## src/hw/uarsms_cfg.svh

```systemverilog
// register offsets, field positions, reset values and timing counts of the serial receiver block
// assumes byte addresses on a 32-bit AHB-Lite slave, one aligned word per register
`ifndef UARSMS_CFG_SVH
`define UARSMS_CFG_SVH

// ----------------------------------------
// register byte offsets
// ----------------------------------------
`define UARSMS_OFS_INTCTL 8'h00
`define UARSMS_OFS_PFLAGS 8'h04
`define UARSMS_OFS_PENABLES 8'h08
`define UARSMS_OFS_PPRIO 8'h0C
`define UARSMS_OFS_RXSTAT 8'h10
`define UARSMS_OFS_TXDATA 8'h14
`define UARSMS_OFS_TXSTAT 8'h18
`define UARSMS_OFS_BAUDDIV 8'h1C
`define UARSMS_OFS_RXDATA 8'h20

// ----------------------------------------
// field positions
// ----------------------------------------
`define UARSMS_BIT_GLOBAL_IE 7
`define UARSMS_BIT_PERIPH_IE 6
`define UARSMS_BIT_RX_EVT 5
`define UARSMS_BIT_TX_EVT 4
`define UARSMS_BIT_PORT_EN 7
`define UARSMS_BIT_RX_NINE 6
`define UARSMS_BIT_SINGLE_RX 5
`define UARSMS_BIT_CONT_RX 4
`define UARSMS_BIT_ADDR_DET 3
`define UARSMS_BIT_FRAME_ERR 2
`define UARSMS_BIT_OVERRUN 1
`define UARSMS_BIT_NINTH 0
`define UARSMS_BIT_CLK_SRC 7
`define UARSMS_BIT_TX_NINE 6
`define UARSMS_BIT_TX_EN 5
`define UARSMS_BIT_SYNC 4
`define UARSMS_BIT_HIGH_SPEED 2
`define UARSMS_BIT_SHIFT_EMPTY 1
`define UARSMS_BIT_TX_NINTH 0

// ----------------------------------------
// reset values
// ----------------------------------------
`define UARSMS_RST_BYTE 8'h00
`define UARSMS_RST_TXSTAT 8'h02

// ----------------------------------------
// timing counts
// ----------------------------------------
`define UARSMS_SAMPLES_LAST 4'hF
`define UARSMS_VOTE_FIRST 4'h7
`define UARSMS_VOTE_SECOND 4'h8
`define UARSMS_VOTE_LAST 4'h9
`define UARSMS_LOW_SPEED_PRESCALE 2'h3
`define UARSMS_BITS_EIGHT 4'h8
`define UARSMS_BITS_NINE 4'h9

`endif

```

## src/hw/uarsms_pkg.sv

```systemverilog
// types of the serial receiver block: receiver states and the state records of both modules
// assumes uarsms_cfg.svh supplies all numeric constants
package uarsms_pkg;

    typedef enum logic [1:0] {
        RX_IDLE = 2'b00,
        RX_START = 2'b01,
        RX_DATA = 2'b10,
        RX_STOP = 2'b11
    } uarsms_rxstate_t;

    typedef struct packed {
        logic [7:0] divCnt;
        logic [1:0] preCnt;
        logic tick;
    } uarsms_baud_t;

    typedef struct packed {
        logic globalIntEn;
        logic periphIntEn;
        logic rxIntEn;
        logic txIntEn;
        logic rxPrio;
        logic txPrio;
        logic portEn;
        logic rxNine;
        logic singleRx;
        logic contRx;
        logic addrDet;
        logic clkSrc;
        logic txNine;
        logic transmit_enable;
        logic syncMode;
        logic highSpeed;
        logic txNinth;
        logic [7:0] txData;
        logic [7:0] baudDiv;
        logic [7:0] rxBuf;
        logic rxBufNinth;
        logic rxBufFerr;
        logic rxFull;
        logic overrun;
        uarsms_rxstate_t rxState;
        logic [3:0] sampleCnt;
        logic [3:0] bitIdx;
        logic [8:0] shifter;
        logic [1:0] votes;
        logic wrPend;
        logic [7:0] wrAddr;
        logic [31:0] readData;
        logic timingOut;
    } uarsms_state_t;

endpackage : uarsms_pkg

```

## src/hw/uarsms_baud_gen.sv

```systemverilog
// baud generator: divisor counter with optional divide-by-four prescale, gives a x16 sample tick
// assumes divisor and speed select come straight from software registers
`timescale 1ns/100ps
`include "uarsms_cfg.svh"

module uarsms_baud_gen (
    input wire logic ref_clk,
    input wire logic resetn,
    input wire logic run,
    input wire logic [7:0] divisor,
    input wire logic highSpeed,
    output logic sampleTick
);

    uarsms_pkg::uarsms_baud_t state_ff;
    uarsms_pkg::uarsms_baud_t nxt_state;

    // ----------------------------------------
    // divider
    // ----------------------------------------
    always_comb
    begin
        nxt_state = state_ff;
        nxt_state.tick = 1'b0;
        if (!run)
        begin
            nxt_state.divCnt = 8'h00;
            nxt_state.preCnt = 2'h0;
        end
        else if (state_ff.divCnt >= divisor)
        begin
            // x64 clock in low speed, divided by four to reach x16 [RULE_21]
            nxt_state.divCnt = 8'h00;
            if (highSpeed || state_ff.preCnt == `UARSMS_LOW_SPEED_PRESCALE)
            begin
                nxt_state.preCnt = 2'h0;
                nxt_state.tick = 1'b1;
            end
            else
            begin
                nxt_state.preCnt = state_ff.preCnt + 2'h1;
            end
        end
        else
        begin
            nxt_state.divCnt = state_ff.divCnt + 8'h01;
        end
    end

    always_ff @(posedge ref_clk)
    begin
        if (!resetn)
        begin
            state_ff <= '0;
        end
        else
        begin
            state_ff <= nxt_state;
        end
    end

    assign sampleTick = state_ff.tick;

endmodule : uarsms_baud_gen

```

## src/hw/uarsms_top.sv

```systemverilog
// serial port receive side with address detect, plus synchronous master mode and pin selection
// assumes an AHB-Lite master doing single word transfers; pins are synchronous to ref_clk
//
// Behaviour
// [RULE_01] receive pin sampled sixteen times per bit; shifter advances once per bit
// [RULE_02] software loads divisor and speed select before receiving
// [RULE_03] async mode when sync bit clear and port enable set
// [RULE_04] ninth-bit enable gives nine data bits; ninth bit shown in receive status
// [RULE_05] characters received only while continuous receive enable is set
// [RULE_06] completed character sets receive flag; request raised when enabled
// [RULE_07] software reads receive status first, then receive data
// [RULE_08] clearing continuous receive enable clears pending receive error
// [RULE_09] software sets global and peripheral enables for interrupt reception
// [RULE_10] receive priority bit picks level; taken only with enables set
// [RULE_11] address detect with nine-bit reception gives multidrop address mode
// [RULE_12] address detect cleared: every character enters buffer and is flagged
// [RULE_13] address detect on: only ninth-bit-one characters kept, rest dropped silently
// [RULE_14] synchronous master is half duplex: receive and transmit exclude each other
// [RULE_15] sync bit in transmit status selects synchronous mode
// [RULE_16] port enable turns the two pins into timing and data lines
// [RULE_17] clock source select makes device master, driving shift clock out
// [RULE_18] unimplemented bits read as zero
// [RULE_19] reserved parallel-port bits kept clear by software
// [RULE_20] frame: start bit, eight or nine data bits lsb first, stop bit
// [RULE_21] baud generator makes x16 or x64 clock by speed select
// [RULE_22] asynchronous operation halts during sleep
`timescale 1ns/100ps
`include "uarsms_cfg.svh"

module uarsms_top (
    input wire logic ref_clk,
    input wire logic resetn,
    input wire logic hsel,
    input wire logic [31:0] haddr,
    input wire logic [1:0] htrans,
    input wire logic hwrite,
    input wire logic [2:0] hsize,
    input wire logic [31:0] hwdata,
    input wire logic hready,
    output logic hreadyout,
    output logic hresp,
    output logic [31:0] hrdata,
    input wire logic sleepMode,
    input wire logic receiveDataPinIn,
    output logic receiveDataPinOut,
    output logic receiveDataPinOeN,
    input wire logic transmitTimingPinIn,
    output logic transmitTimingPinOut,
    output logic transmitTimingPinOeN,
    output logic rxIntHigh,
    output logic rxIntLow,
    output logic txInhibit
);

    uarsms_pkg::uarsms_state_t state_ff;
    uarsms_pkg::uarsms_state_t nxt_state;

    logic sampleTick;
    logic asyncMode;
    logic syncMaster;
    logic rxRun;
    logic rxInhibit;
    logic addrPhase;
    logic lineBit;
    logic [7:0] doneData;
    logic doneNinth;
    logic doneKeep;
    logic [3:0] frameBits;

    // ----------------------------------------
    // mode decode
    // ----------------------------------------
    assign asyncMode = state_ff.portEn && !state_ff.syncMode; // [RULE_03]
    assign syncMaster = state_ff.portEn && state_ff.syncMode && state_ff.clkSrc; // [RULE_15]
    // no transmit datapath here, so transmit enable stands for transmitting
    assign rxInhibit = syncMaster && state_ff.transmit_enable; // [RULE_14]
    assign txInhibit = syncMaster && (state_ff.contRx || state_ff.singleRx); // [RULE_14]
    // overrun stalls the receiver until continuous receive is cleared
    assign rxRun = asyncMode && state_ff.contRx && !state_ff.overrun &&
                   !sleepMode && !rxInhibit; // [RULE_05] [RULE_22]
    assign frameBits = state_ff.rxNine ? `UARSMS_BITS_NINE : `UARSMS_BITS_EIGHT; // [RULE_04] [RULE_20]
    assign addrPhase = hready && hsel && htrans[1];

    uarsms_baud_gen uarsms_baud_gen_inst (
        .ref_clk(ref_clk),
        .resetn(resetn),
        .run(rxRun || syncMaster),
        .divisor(state_ff.baudDiv),
        .highSpeed(state_ff.highSpeed),
        .sampleTick(sampleTick)
    );

    // ----------------------------------------
    // majority of three mid-bit samples
    // ----------------------------------------
    assign lineBit = (state_ff.votes[1] & state_ff.votes[0]) |
                     (state_ff.votes[1] & receiveDataPinIn) |
                     (state_ff.votes[0] & receiveDataPinIn); // [RULE_01]

    // ----------------------------------------
    // finished character
    // ----------------------------------------
    assign doneData = state_ff.rxNine ? state_ff.shifter[7:0] : state_ff.shifter[8:1];
    assign doneNinth = state_ff.rxNine && state_ff.shifter[8];
    // addresses only while address detect is on in nine-bit mode
    assign doneKeep = !(state_ff.addrDet && state_ff.rxNine && !doneNinth); // [RULE_11] [RULE_12] [RULE_13]

    // ----------------------------------------
    // read mux, unmapped and unimplemented bits as zero
    // ----------------------------------------
    function automatic logic [7:0] readByte(input logic [7:0] addr, input uarsms_pkg::uarsms_state_t s);
        logic [7:0] v;
        v = 8'h00;
        unique case (addr)
            `UARSMS_OFS_INTCTL:
            begin
                v[`UARSMS_BIT_GLOBAL_IE] = s.globalIntEn;
                v[`UARSMS_BIT_PERIPH_IE] = s.periphIntEn;
            end
            `UARSMS_OFS_PFLAGS: v[`UARSMS_BIT_RX_EVT] = s.rxFull; // [RULE_06]
            `UARSMS_OFS_PENABLES:
            begin
                v[`UARSMS_BIT_RX_EVT] = s.rxIntEn;
                v[`UARSMS_BIT_TX_EVT] = s.txIntEn;
            end
            `UARSMS_OFS_PPRIO:
            begin
                v[`UARSMS_BIT_RX_EVT] = s.rxPrio;
                v[`UARSMS_BIT_TX_EVT] = s.txPrio;
            end
            `UARSMS_OFS_RXSTAT:
            begin
                v[`UARSMS_BIT_PORT_EN] = s.portEn;
                v[`UARSMS_BIT_RX_NINE] = s.rxNine;
                v[`UARSMS_BIT_SINGLE_RX] = s.singleRx;
                v[`UARSMS_BIT_CONT_RX] = s.contRx;
                v[`UARSMS_BIT_ADDR_DET] = s.addrDet;
                v[`UARSMS_BIT_FRAME_ERR] = s.rxBufFerr;
                v[`UARSMS_BIT_OVERRUN] = s.overrun;
                v[`UARSMS_BIT_NINTH] = s.rxBufNinth; // [RULE_04]
            end
            `UARSMS_OFS_TXDATA: v = s.txData;
            `UARSMS_OFS_TXSTAT:
            begin
                v[`UARSMS_BIT_CLK_SRC] = s.clkSrc;
                v[`UARSMS_BIT_TX_NINE] = s.txNine;
                v[`UARSMS_BIT_TX_EN] = s.transmit_enable;
                v[`UARSMS_BIT_SYNC] = s.syncMode;
                v[`UARSMS_BIT_HIGH_SPEED] = s.highSpeed;
                v[`UARSMS_BIT_SHIFT_EMPTY] = 1'b1;
                v[`UARSMS_BIT_TX_NINTH] = s.txNinth;
            end
            `UARSMS_OFS_BAUDDIV: v = s.baudDiv;
            `UARSMS_OFS_RXDATA: v = s.rxBuf;
            default: v = 8'h00; // [RULE_18]
        endcase
        return v;
    endfunction : readByte

    // ----------------------------------------
    // next state
    // ----------------------------------------
    always_comb
    begin
        nxt_state = state_ff;
        // bus: address phase latched, write done in data phase
        if (hready)
        begin
            nxt_state.wrPend = addrPhase && hwrite;
            nxt_state.wrAddr = haddr[7:0];
        end
        if (addrPhase && !hwrite)
        begin
            nxt_state.readData = {24'h000000, readByte(haddr[7:0], state_ff)};
            // reading the data register empties the buffer
            if (haddr[7:0] == `UARSMS_OFS_RXDATA)
            begin
                nxt_state.rxFull = 1'b0; // [RULE_07]
            end
        end

        if (state_ff.wrPend)
        begin
            unique case (state_ff.wrAddr)
                `UARSMS_OFS_INTCTL:
                begin
                    nxt_state.globalIntEn = hwdata[`UARSMS_BIT_GLOBAL_IE]; // [RULE_09]
                    nxt_state.periphIntEn = hwdata[`UARSMS_BIT_PERIPH_IE];
                end
                `UARSMS_OFS_PENABLES:
                begin
                    // reserved parallel-port positions are not stored [RULE_19]
                    nxt_state.rxIntEn = hwdata[`UARSMS_BIT_RX_EVT];
                    nxt_state.txIntEn = hwdata[`UARSMS_BIT_TX_EVT];
                end
                `UARSMS_OFS_PPRIO:
                begin
                    nxt_state.rxPrio = hwdata[`UARSMS_BIT_RX_EVT];
                    nxt_state.txPrio = hwdata[`UARSMS_BIT_TX_EVT];
                end
                `UARSMS_OFS_RXSTAT:
                begin
                    nxt_state.portEn = hwdata[`UARSMS_BIT_PORT_EN];
                    nxt_state.rxNine = hwdata[`UARSMS_BIT_RX_NINE];
                    nxt_state.singleRx = hwdata[`UARSMS_BIT_SINGLE_RX];
                    nxt_state.contRx = hwdata[`UARSMS_BIT_CONT_RX];
                    nxt_state.addrDet = hwdata[`UARSMS_BIT_ADDR_DET];
                end
                `UARSMS_OFS_TXDATA: nxt_state.txData = hwdata[7:0];
                `UARSMS_OFS_TXSTAT:
                begin
                    nxt_state.clkSrc = hwdata[`UARSMS_BIT_CLK_SRC];
                    nxt_state.txNine = hwdata[`UARSMS_BIT_TX_NINE];
                    nxt_state.transmit_enable = hwdata[`UARSMS_BIT_TX_EN];
                    nxt_state.syncMode = hwdata[`UARSMS_BIT_SYNC];
                    nxt_state.highSpeed = hwdata[`UARSMS_BIT_HIGH_SPEED]; // [RULE_02]
                    nxt_state.txNinth = hwdata[`UARSMS_BIT_TX_NINTH];
                end
                `UARSMS_OFS_BAUDDIV: nxt_state.baudDiv = hwdata[7:0]; // [RULE_02]
                default: nxt_state.wrPend = nxt_state.wrPend;
            endcase
        end

        // shift clock out in master mode, idle high otherwise
        if (!syncMaster || sampleTick)
        begin
            nxt_state.timingOut = !syncMaster || !state_ff.timingOut; // [RULE_17]
        end

        // receiver
        if (!rxRun)
        begin
            nxt_state.rxState = uarsms_pkg::RX_IDLE; // [RULE_05] [RULE_22]
            nxt_state.sampleCnt = 4'h0;
            nxt_state.bitIdx = 4'h0;
        end
        else if (sampleTick)
        begin
            nxt_state.sampleCnt = state_ff.sampleCnt + 4'h1; // [RULE_01]
            if (state_ff.sampleCnt == `UARSMS_VOTE_FIRST)
            begin
                nxt_state.votes[1] = receiveDataPinIn;
            end
            if (state_ff.sampleCnt == `UARSMS_VOTE_SECOND)
            begin
                nxt_state.votes[0] = receiveDataPinIn;
            end
            unique case (state_ff.rxState)
                uarsms_pkg::RX_IDLE:
                begin
                    nxt_state.bitIdx = 4'h0;
                    nxt_state.sampleCnt = receiveDataPinIn ? 4'h0 : 4'h1;
                    if (!receiveDataPinIn)
                    begin
                        nxt_state.rxState = uarsms_pkg::RX_START; // [RULE_20]
                    end
                end
                uarsms_pkg::RX_START:
                begin
                    // a start bit that is high at mid-bit was a glitch
                    if (state_ff.sampleCnt == `UARSMS_VOTE_LAST && lineBit)
                    begin
                        nxt_state.rxState = uarsms_pkg::RX_IDLE;
                        nxt_state.sampleCnt = 4'h0;
                    end
                    else if (state_ff.sampleCnt == `UARSMS_SAMPLES_LAST)
                    begin
                        nxt_state.rxState = uarsms_pkg::RX_DATA;
                    end
                end
                uarsms_pkg::RX_DATA:
                begin
                    if (state_ff.sampleCnt == `UARSMS_VOTE_LAST)
                    begin
                        nxt_state.shifter = {lineBit, state_ff.shifter[8:1]}; // [RULE_01] [RULE_20]
                    end
                    if (state_ff.sampleCnt == `UARSMS_SAMPLES_LAST)
                    begin
                        nxt_state.bitIdx = state_ff.bitIdx + 4'h1;
                        if (state_ff.bitIdx + 4'h1 == frameBits)
                        begin
                            nxt_state.rxState = uarsms_pkg::RX_STOP; // [RULE_04]
                        end
                    end
                end
                uarsms_pkg::RX_STOP:
                begin
                    if (state_ff.sampleCnt == `UARSMS_VOTE_LAST)
                    begin
                        nxt_state.rxState = uarsms_pkg::RX_IDLE;
                        nxt_state.sampleCnt = 4'h0;
                        if (doneKeep)
                        begin
                            // a full buffer loses the new character; set wins over clear
                            if (state_ff.rxFull && nxt_state.rxFull)
                            begin
                                nxt_state.overrun = 1'b1;
                            end
                            else
                            begin
                                nxt_state.rxBuf = doneData;
                                nxt_state.rxBufNinth = doneNinth; // [RULE_04]
                                nxt_state.rxBufFerr = !lineBit;
                                nxt_state.rxFull = 1'b1; // [RULE_06] [RULE_12]
                            end
                        end
                    end
                end
            endcase
        end

        // leaving reception clears a pending overrun; set above still wins
        if (state_ff.wrPend && state_ff.wrAddr == `UARSMS_OFS_RXSTAT && !hwdata[`UARSMS_BIT_CONT_RX] &&
            !(rxRun && sampleTick && state_ff.rxState == uarsms_pkg::RX_STOP))
        begin
            nxt_state.overrun = 1'b0; // [RULE_08]
        end
    end

    // ----------------------------------------
    // registers
    // ----------------------------------------
    always_ff @(posedge ref_clk)
    begin
        if (!resetn)
        begin
            state_ff <= '0;
            state_ff.txData <= `UARSMS_RST_BYTE;
            state_ff.baudDiv <= `UARSMS_RST_BYTE;
            state_ff.rxBuf <= `UARSMS_RST_BYTE;
            state_ff.votes <= 2'h3;
            state_ff.timingOut <= 1'b1;
        end
        else
        begin
            state_ff <= nxt_state;
        end
    end

    // ----------------------------------------
    // outputs
    // ----------------------------------------
    assign hreadyout = 1'b1;
    assign hresp = 1'b0;
    assign hrdata = state_ff.readData;

    // high level needs global enable; low level also needs peripheral enable
    assign rxIntHigh = state_ff.rxFull && state_ff.rxIntEn && state_ff.rxPrio &&
                       state_ff.globalIntEn; // [RULE_06] [RULE_10]
    assign rxIntLow = state_ff.rxFull && state_ff.rxIntEn && !state_ff.rxPrio && state_ff.globalIntEn &&
                      state_ff.periphIntEn; // [RULE_06] [RULE_10]

    // port enable hands both pins to the serial port; transmit path absent, line held idle
    // released pin idles high even in the cycle that master mode is left
    assign transmitTimingPinOut = syncMaster ? state_ff.timingOut : 1'b1;
    assign transmitTimingPinOeN = !(asyncMode || syncMaster); // [RULE_16] [RULE_17]
    assign receiveDataPinOut = 1'b1;
    assign receiveDataPinOeN = 1'b1; // [RULE_16]

endmodule : uarsms_top

```

## config.mk

```make
export PLATFORM = sky130hd
export DESIGN_NAME = uarsms_top
export DESIGN_NICKNAME = d
export VERILOG_FILES = /design/src/hw/uarsms_pkg.sv /design/src/hw/uarsms_baud_gen.sv /design/src/hw/uarsms_top.sv
export VERILOG_INCLUDE_DIRS = /design/src /design/src/hw
export SDC_FILE = /design/constraint.sdc
export NUM_CORES = 1
export LEC_CHECK = 0
export ABC_AREA = 1
export ABC_CLOCK_PERIOD_IN_PS = 3710
export BUFFER_PORTS_ARGS = -buffer_cell sky130_fd_sc_hd__buf_2
export CAP_MARGIN = 20
export CORE_MARGIN = 2
export CORE_UTILIZATION = 45
export CTS_CLUSTER_SIZE = 10
export DETAILED_ROUTE_END_ITERATION = 16
export PLACE_DENSITY = 0.69
export RECOVER_POWER = 100
export SLEW_MARGIN = 5
export SYNTH_ARGS = -nofsm -noshare
export SYNTH_HDL_FRONTEND = slang
export SYNTH_SLANG_ARGS = --single-unit
```

## constraint.sdc

```tcl
create_clock -name ref_clk -period 3.71 [get_ports ref_clk]
set_clock_uncertainty 0.1 [all_clocks]
set_input_delay 1.113 -clock ref_clk [delete_from_list [all_inputs] [get_ports ref_clk]]
set_output_delay 1.113 -clock ref_clk [all_outputs]
set_load 0.05 [all_outputs]
```

==> impl_metrics.json <==
{
  "initial_core_util_pct": 46.7,
  "cts_hold_buffers": 0,
  "cp_slowest_cell": "clkbuf_1",
  "finalCritPeriodShare_pct": 80.7,
  "wl_per_cell_um": 12.5,
  "slew_headroom_pct": 26.1,
  "status": "finished clean",
  "cp.required_ns": 3.91,
  "ys_warn_count": 0,
  "yosysTopAreaCell": "dfxtp_1",
  "critPathBufInv": 3,
  "nFillCells": 1079,
  "syn_to_final_growth_pct": 4.76,
  "final_cell_mix": "nor2_1 (95), dfxtp_1 (95), nand2_1 (94), a21oi_1 (81), inv_1 (79)",
  "setup_slack_ns": 0.717,
  "vias": 4258,
  "min_period_ns": 2.99,
  "place_congestion": 0.847,
  "p_leak_nw": 2.05,
  "synth_area_sq_um": 4870,
  "root_buffer": "clkbuf_8",
  "core_sq_um": 10400,
  "rsz0062_at_grt": "no",
  "drv_cap": 0,
  "wl_met2_um": 4760,
  "wl_met3_um": 618,
  "ioPinCount": 118,
  "clk_pin_slew_ns": 0.09,
  "dieHeight_um": 108,
  "drive_above_1_share_pct": 8.15,
  "crit_type": "input pin to flop",
  "multi_input_area_sq_um": 2330,
  "reg2reg_to": "state_ff[83]$_SDFFE_PN0P_",
  "row_count": 37,
  "ys_seq_area_share_pct": 39.1,
  "crit_start": "hready",
  "dieWidth_um": 108,
  "layout.nets": 798,
  "grt_pass1_wl_um": 17600,
  "ctsResizeCount": 0,
  "cp.arrival_ns": 3.19,
  "rrSetupSlack_ns": 1.67,
  "power_mw": 1.88,
  "synthCells": 688,
  "fin_setup_tns_ns": 0,
  "synth_edf_count": 0,
  "synthArstFlopShare_pct": 0,
  "max_clock_freq_mhz": 334,
  "ys.flop_type": "dfxtp_1",
  "synth_top_area_share_pct": 39.1,
  "wl_um": 10600,
  "top_layer_used": "met4",
  "cp.depth": 9,
  "synth.avg_cell_area_sq_um": 7.07,
  "ant_nets": 0,
  "grt_max_degree": 67,
  "pre_cts_slack_ns": 0.701,
  "numPortBuffers": 36,
  "grt-ovfl-total": 0,
  "htreeDepth": 3,
  "met1Wirelength_um": 5010,
  "grt_util_all_layers_pct": 19.0,
  "cp_max_fo": 19,
  "num_antenna_cells": 0,
  "path_delay_family": "simple AND/OR/NAND/NOR gates",
  "regArea_sq_um": 1900,
  "path_cells": "clkbuf_1 -> nand3_1 -> nor2_4 -> inv_2 -> o21ai_2 -> inv_2 -> nor2_8 -> nor2_1 -> nor2_1",
  "cts_setup_buffers": 0,
  "grt_pass1_vias": 3815,
  "cp-end-kind": "flop",
  "firstDrtPassIters": 6,
  "critical_path.endpoint": "state_ff[71]$_SDFFE_PN0P_",
  "cp-start-kind": "input pin",
  "ctsLongestPathBuffers": 2,
  "die_area_sq_um": 11700,
  "hp-start": "state_ff[94]$_SDFFE_PN0P_",
  "yosys-top-cells-area": "dfxtp_1 (39%), a21oi_1 (8.2%), nor2_1 (7.3%)",
  "cts_tree": "built",
  "routed_via_density": 5.02,
  "powerDensity_nw_per_um2": 369,
  "clock_sinks": 95,
  "place_hpwl_um": 7910,
  "setup_viol": 0,
  "finalHoldViolCount": 0,
  "ys_ff_latch": 95,
  "reg2reg_from": "state_ff[39]$_SDFFE_PN0P_",
  "cts_buffers": 9,
  "antenna_found_initial": 0,
  "final_util_pct": 48.9,
  "clk_latency_ns": 0.37,
  "drc": 0,
  "slew_violations": 0,
  "ys_types": 40,
  "ir_worst_vdd_uv": 228,
  "first_iter_violations": 299,
  "tightest_slew_ns": 1.11,
  "timing.critical_path.slowest_cell_delay_ns": 0.49,
  "hold_path.class": "flop to flop",
  "reg2reg_depth": 6
}
==> Yosys cell counts, types with 3 or more instances <==
library cell,number
a21oi_1,80
buf_2,3
buf_4,40
clkbuf_1,10
dfxtp_1,95
ha_1,14
inv_1,79
inv_2,8
nand2_1,93
nand2_2,3
nand3_1,45
nand3_2,3
nand4_1,7
nor2_1,94
nor2_2,6
nor3_1,5
o21ai_0,69
xnor2_1,3
xor2_1,4
==> worst min-delay path by stage <==
stage	endpoint	slack (ns)	cells after the start
floorplan	state_ff[44]$_SDFFE_PN0P_	0.32	2
global placement	state_ff[86]$_SDFFE_PN0P_	0.34	2
detailed placement	state_ff[84]$_SDFFE_PN0P_	0.34	2
CTS	state_ff[86]$_SDFFE_PN0P_	0.36	2
global route	state_ff[86]$_SDFFE_PN0P_	0.37	2
finish	state_ff[94]$_SDFFE_PN0P_	0.35	2
==> area by class of cell <==
class / instances / share of cell area, %
clock buffer: 11 / 2.77
clock inverter: 5 / 1.10
inverter: 88 / 6.48
multi-input combinational: 475 / 45.7
sequential: 95 / 37.3
tap: 136 / 3.34
timing repair buffer: 38 / 3.34
==> kinds of logic (layout without fill, tap and decap cells) <==
kind of cell / Yosys count / after routing / share of synthesized area, %
compound gates: 161 / 161 / 17.2
xor+xnor: 7 / 7 / 1.26
fa+ha+maj: 14 / 14 / 3.60
simple gates: 265 / 265 / 24.2
buf+inv: 144 / 142 / 14.4
flops: 95 / 95 / 39.1
other cells: 2 / 28 / 0.154
==> worst register-to-register path, stage by stage, from the launching register on <==
cell and delay (ns):
dfxtp_1 0.32, nor2_1 0.14, nand3b_1 0.16, nor2_2 0.19, nand4_1 0.55, o21ai_0 0.39
a21oi_1 0.06
==> sequential cells by signal, indices dropped and copies added, names as in the netlist, named ones only <==
signal and flops:
uarsms_baud_gen_inst.state_ff 10, hrdata 8, state_ff 75, uarsms_baud_gen_inst.sampleTick 1
==> power breakdown <==
part / leakage, nW / internal [mW] / switching [mW]
Combinational: 1.18 / 0.0272 / 0.126
Sequential: 0.768 / 1.03 / 0.00534
Clock: 0.0997 / 0.331 / 0.362
==> layer usage <==
metal / global-route usage (%) / vias to the layer above
li1: - / 2200
met3: 3.98 / 18
met4: 5.59 / 0
met1: 25.3 / 1930
met5: 0 / -
met2: 31.0 / 110
==> stage by stage <==
stage	hold slack [ns]	cell area [sq um]	instances
after global placement	0.335	4960	832
final	0.354	5100	848
after global routing	0.370	5100	848
after CTS	0.356	5150	848
after floorplan	0.324	4960	714
after detailed placement	0.342	4960	832
Power figures use the tool's default switching activity.
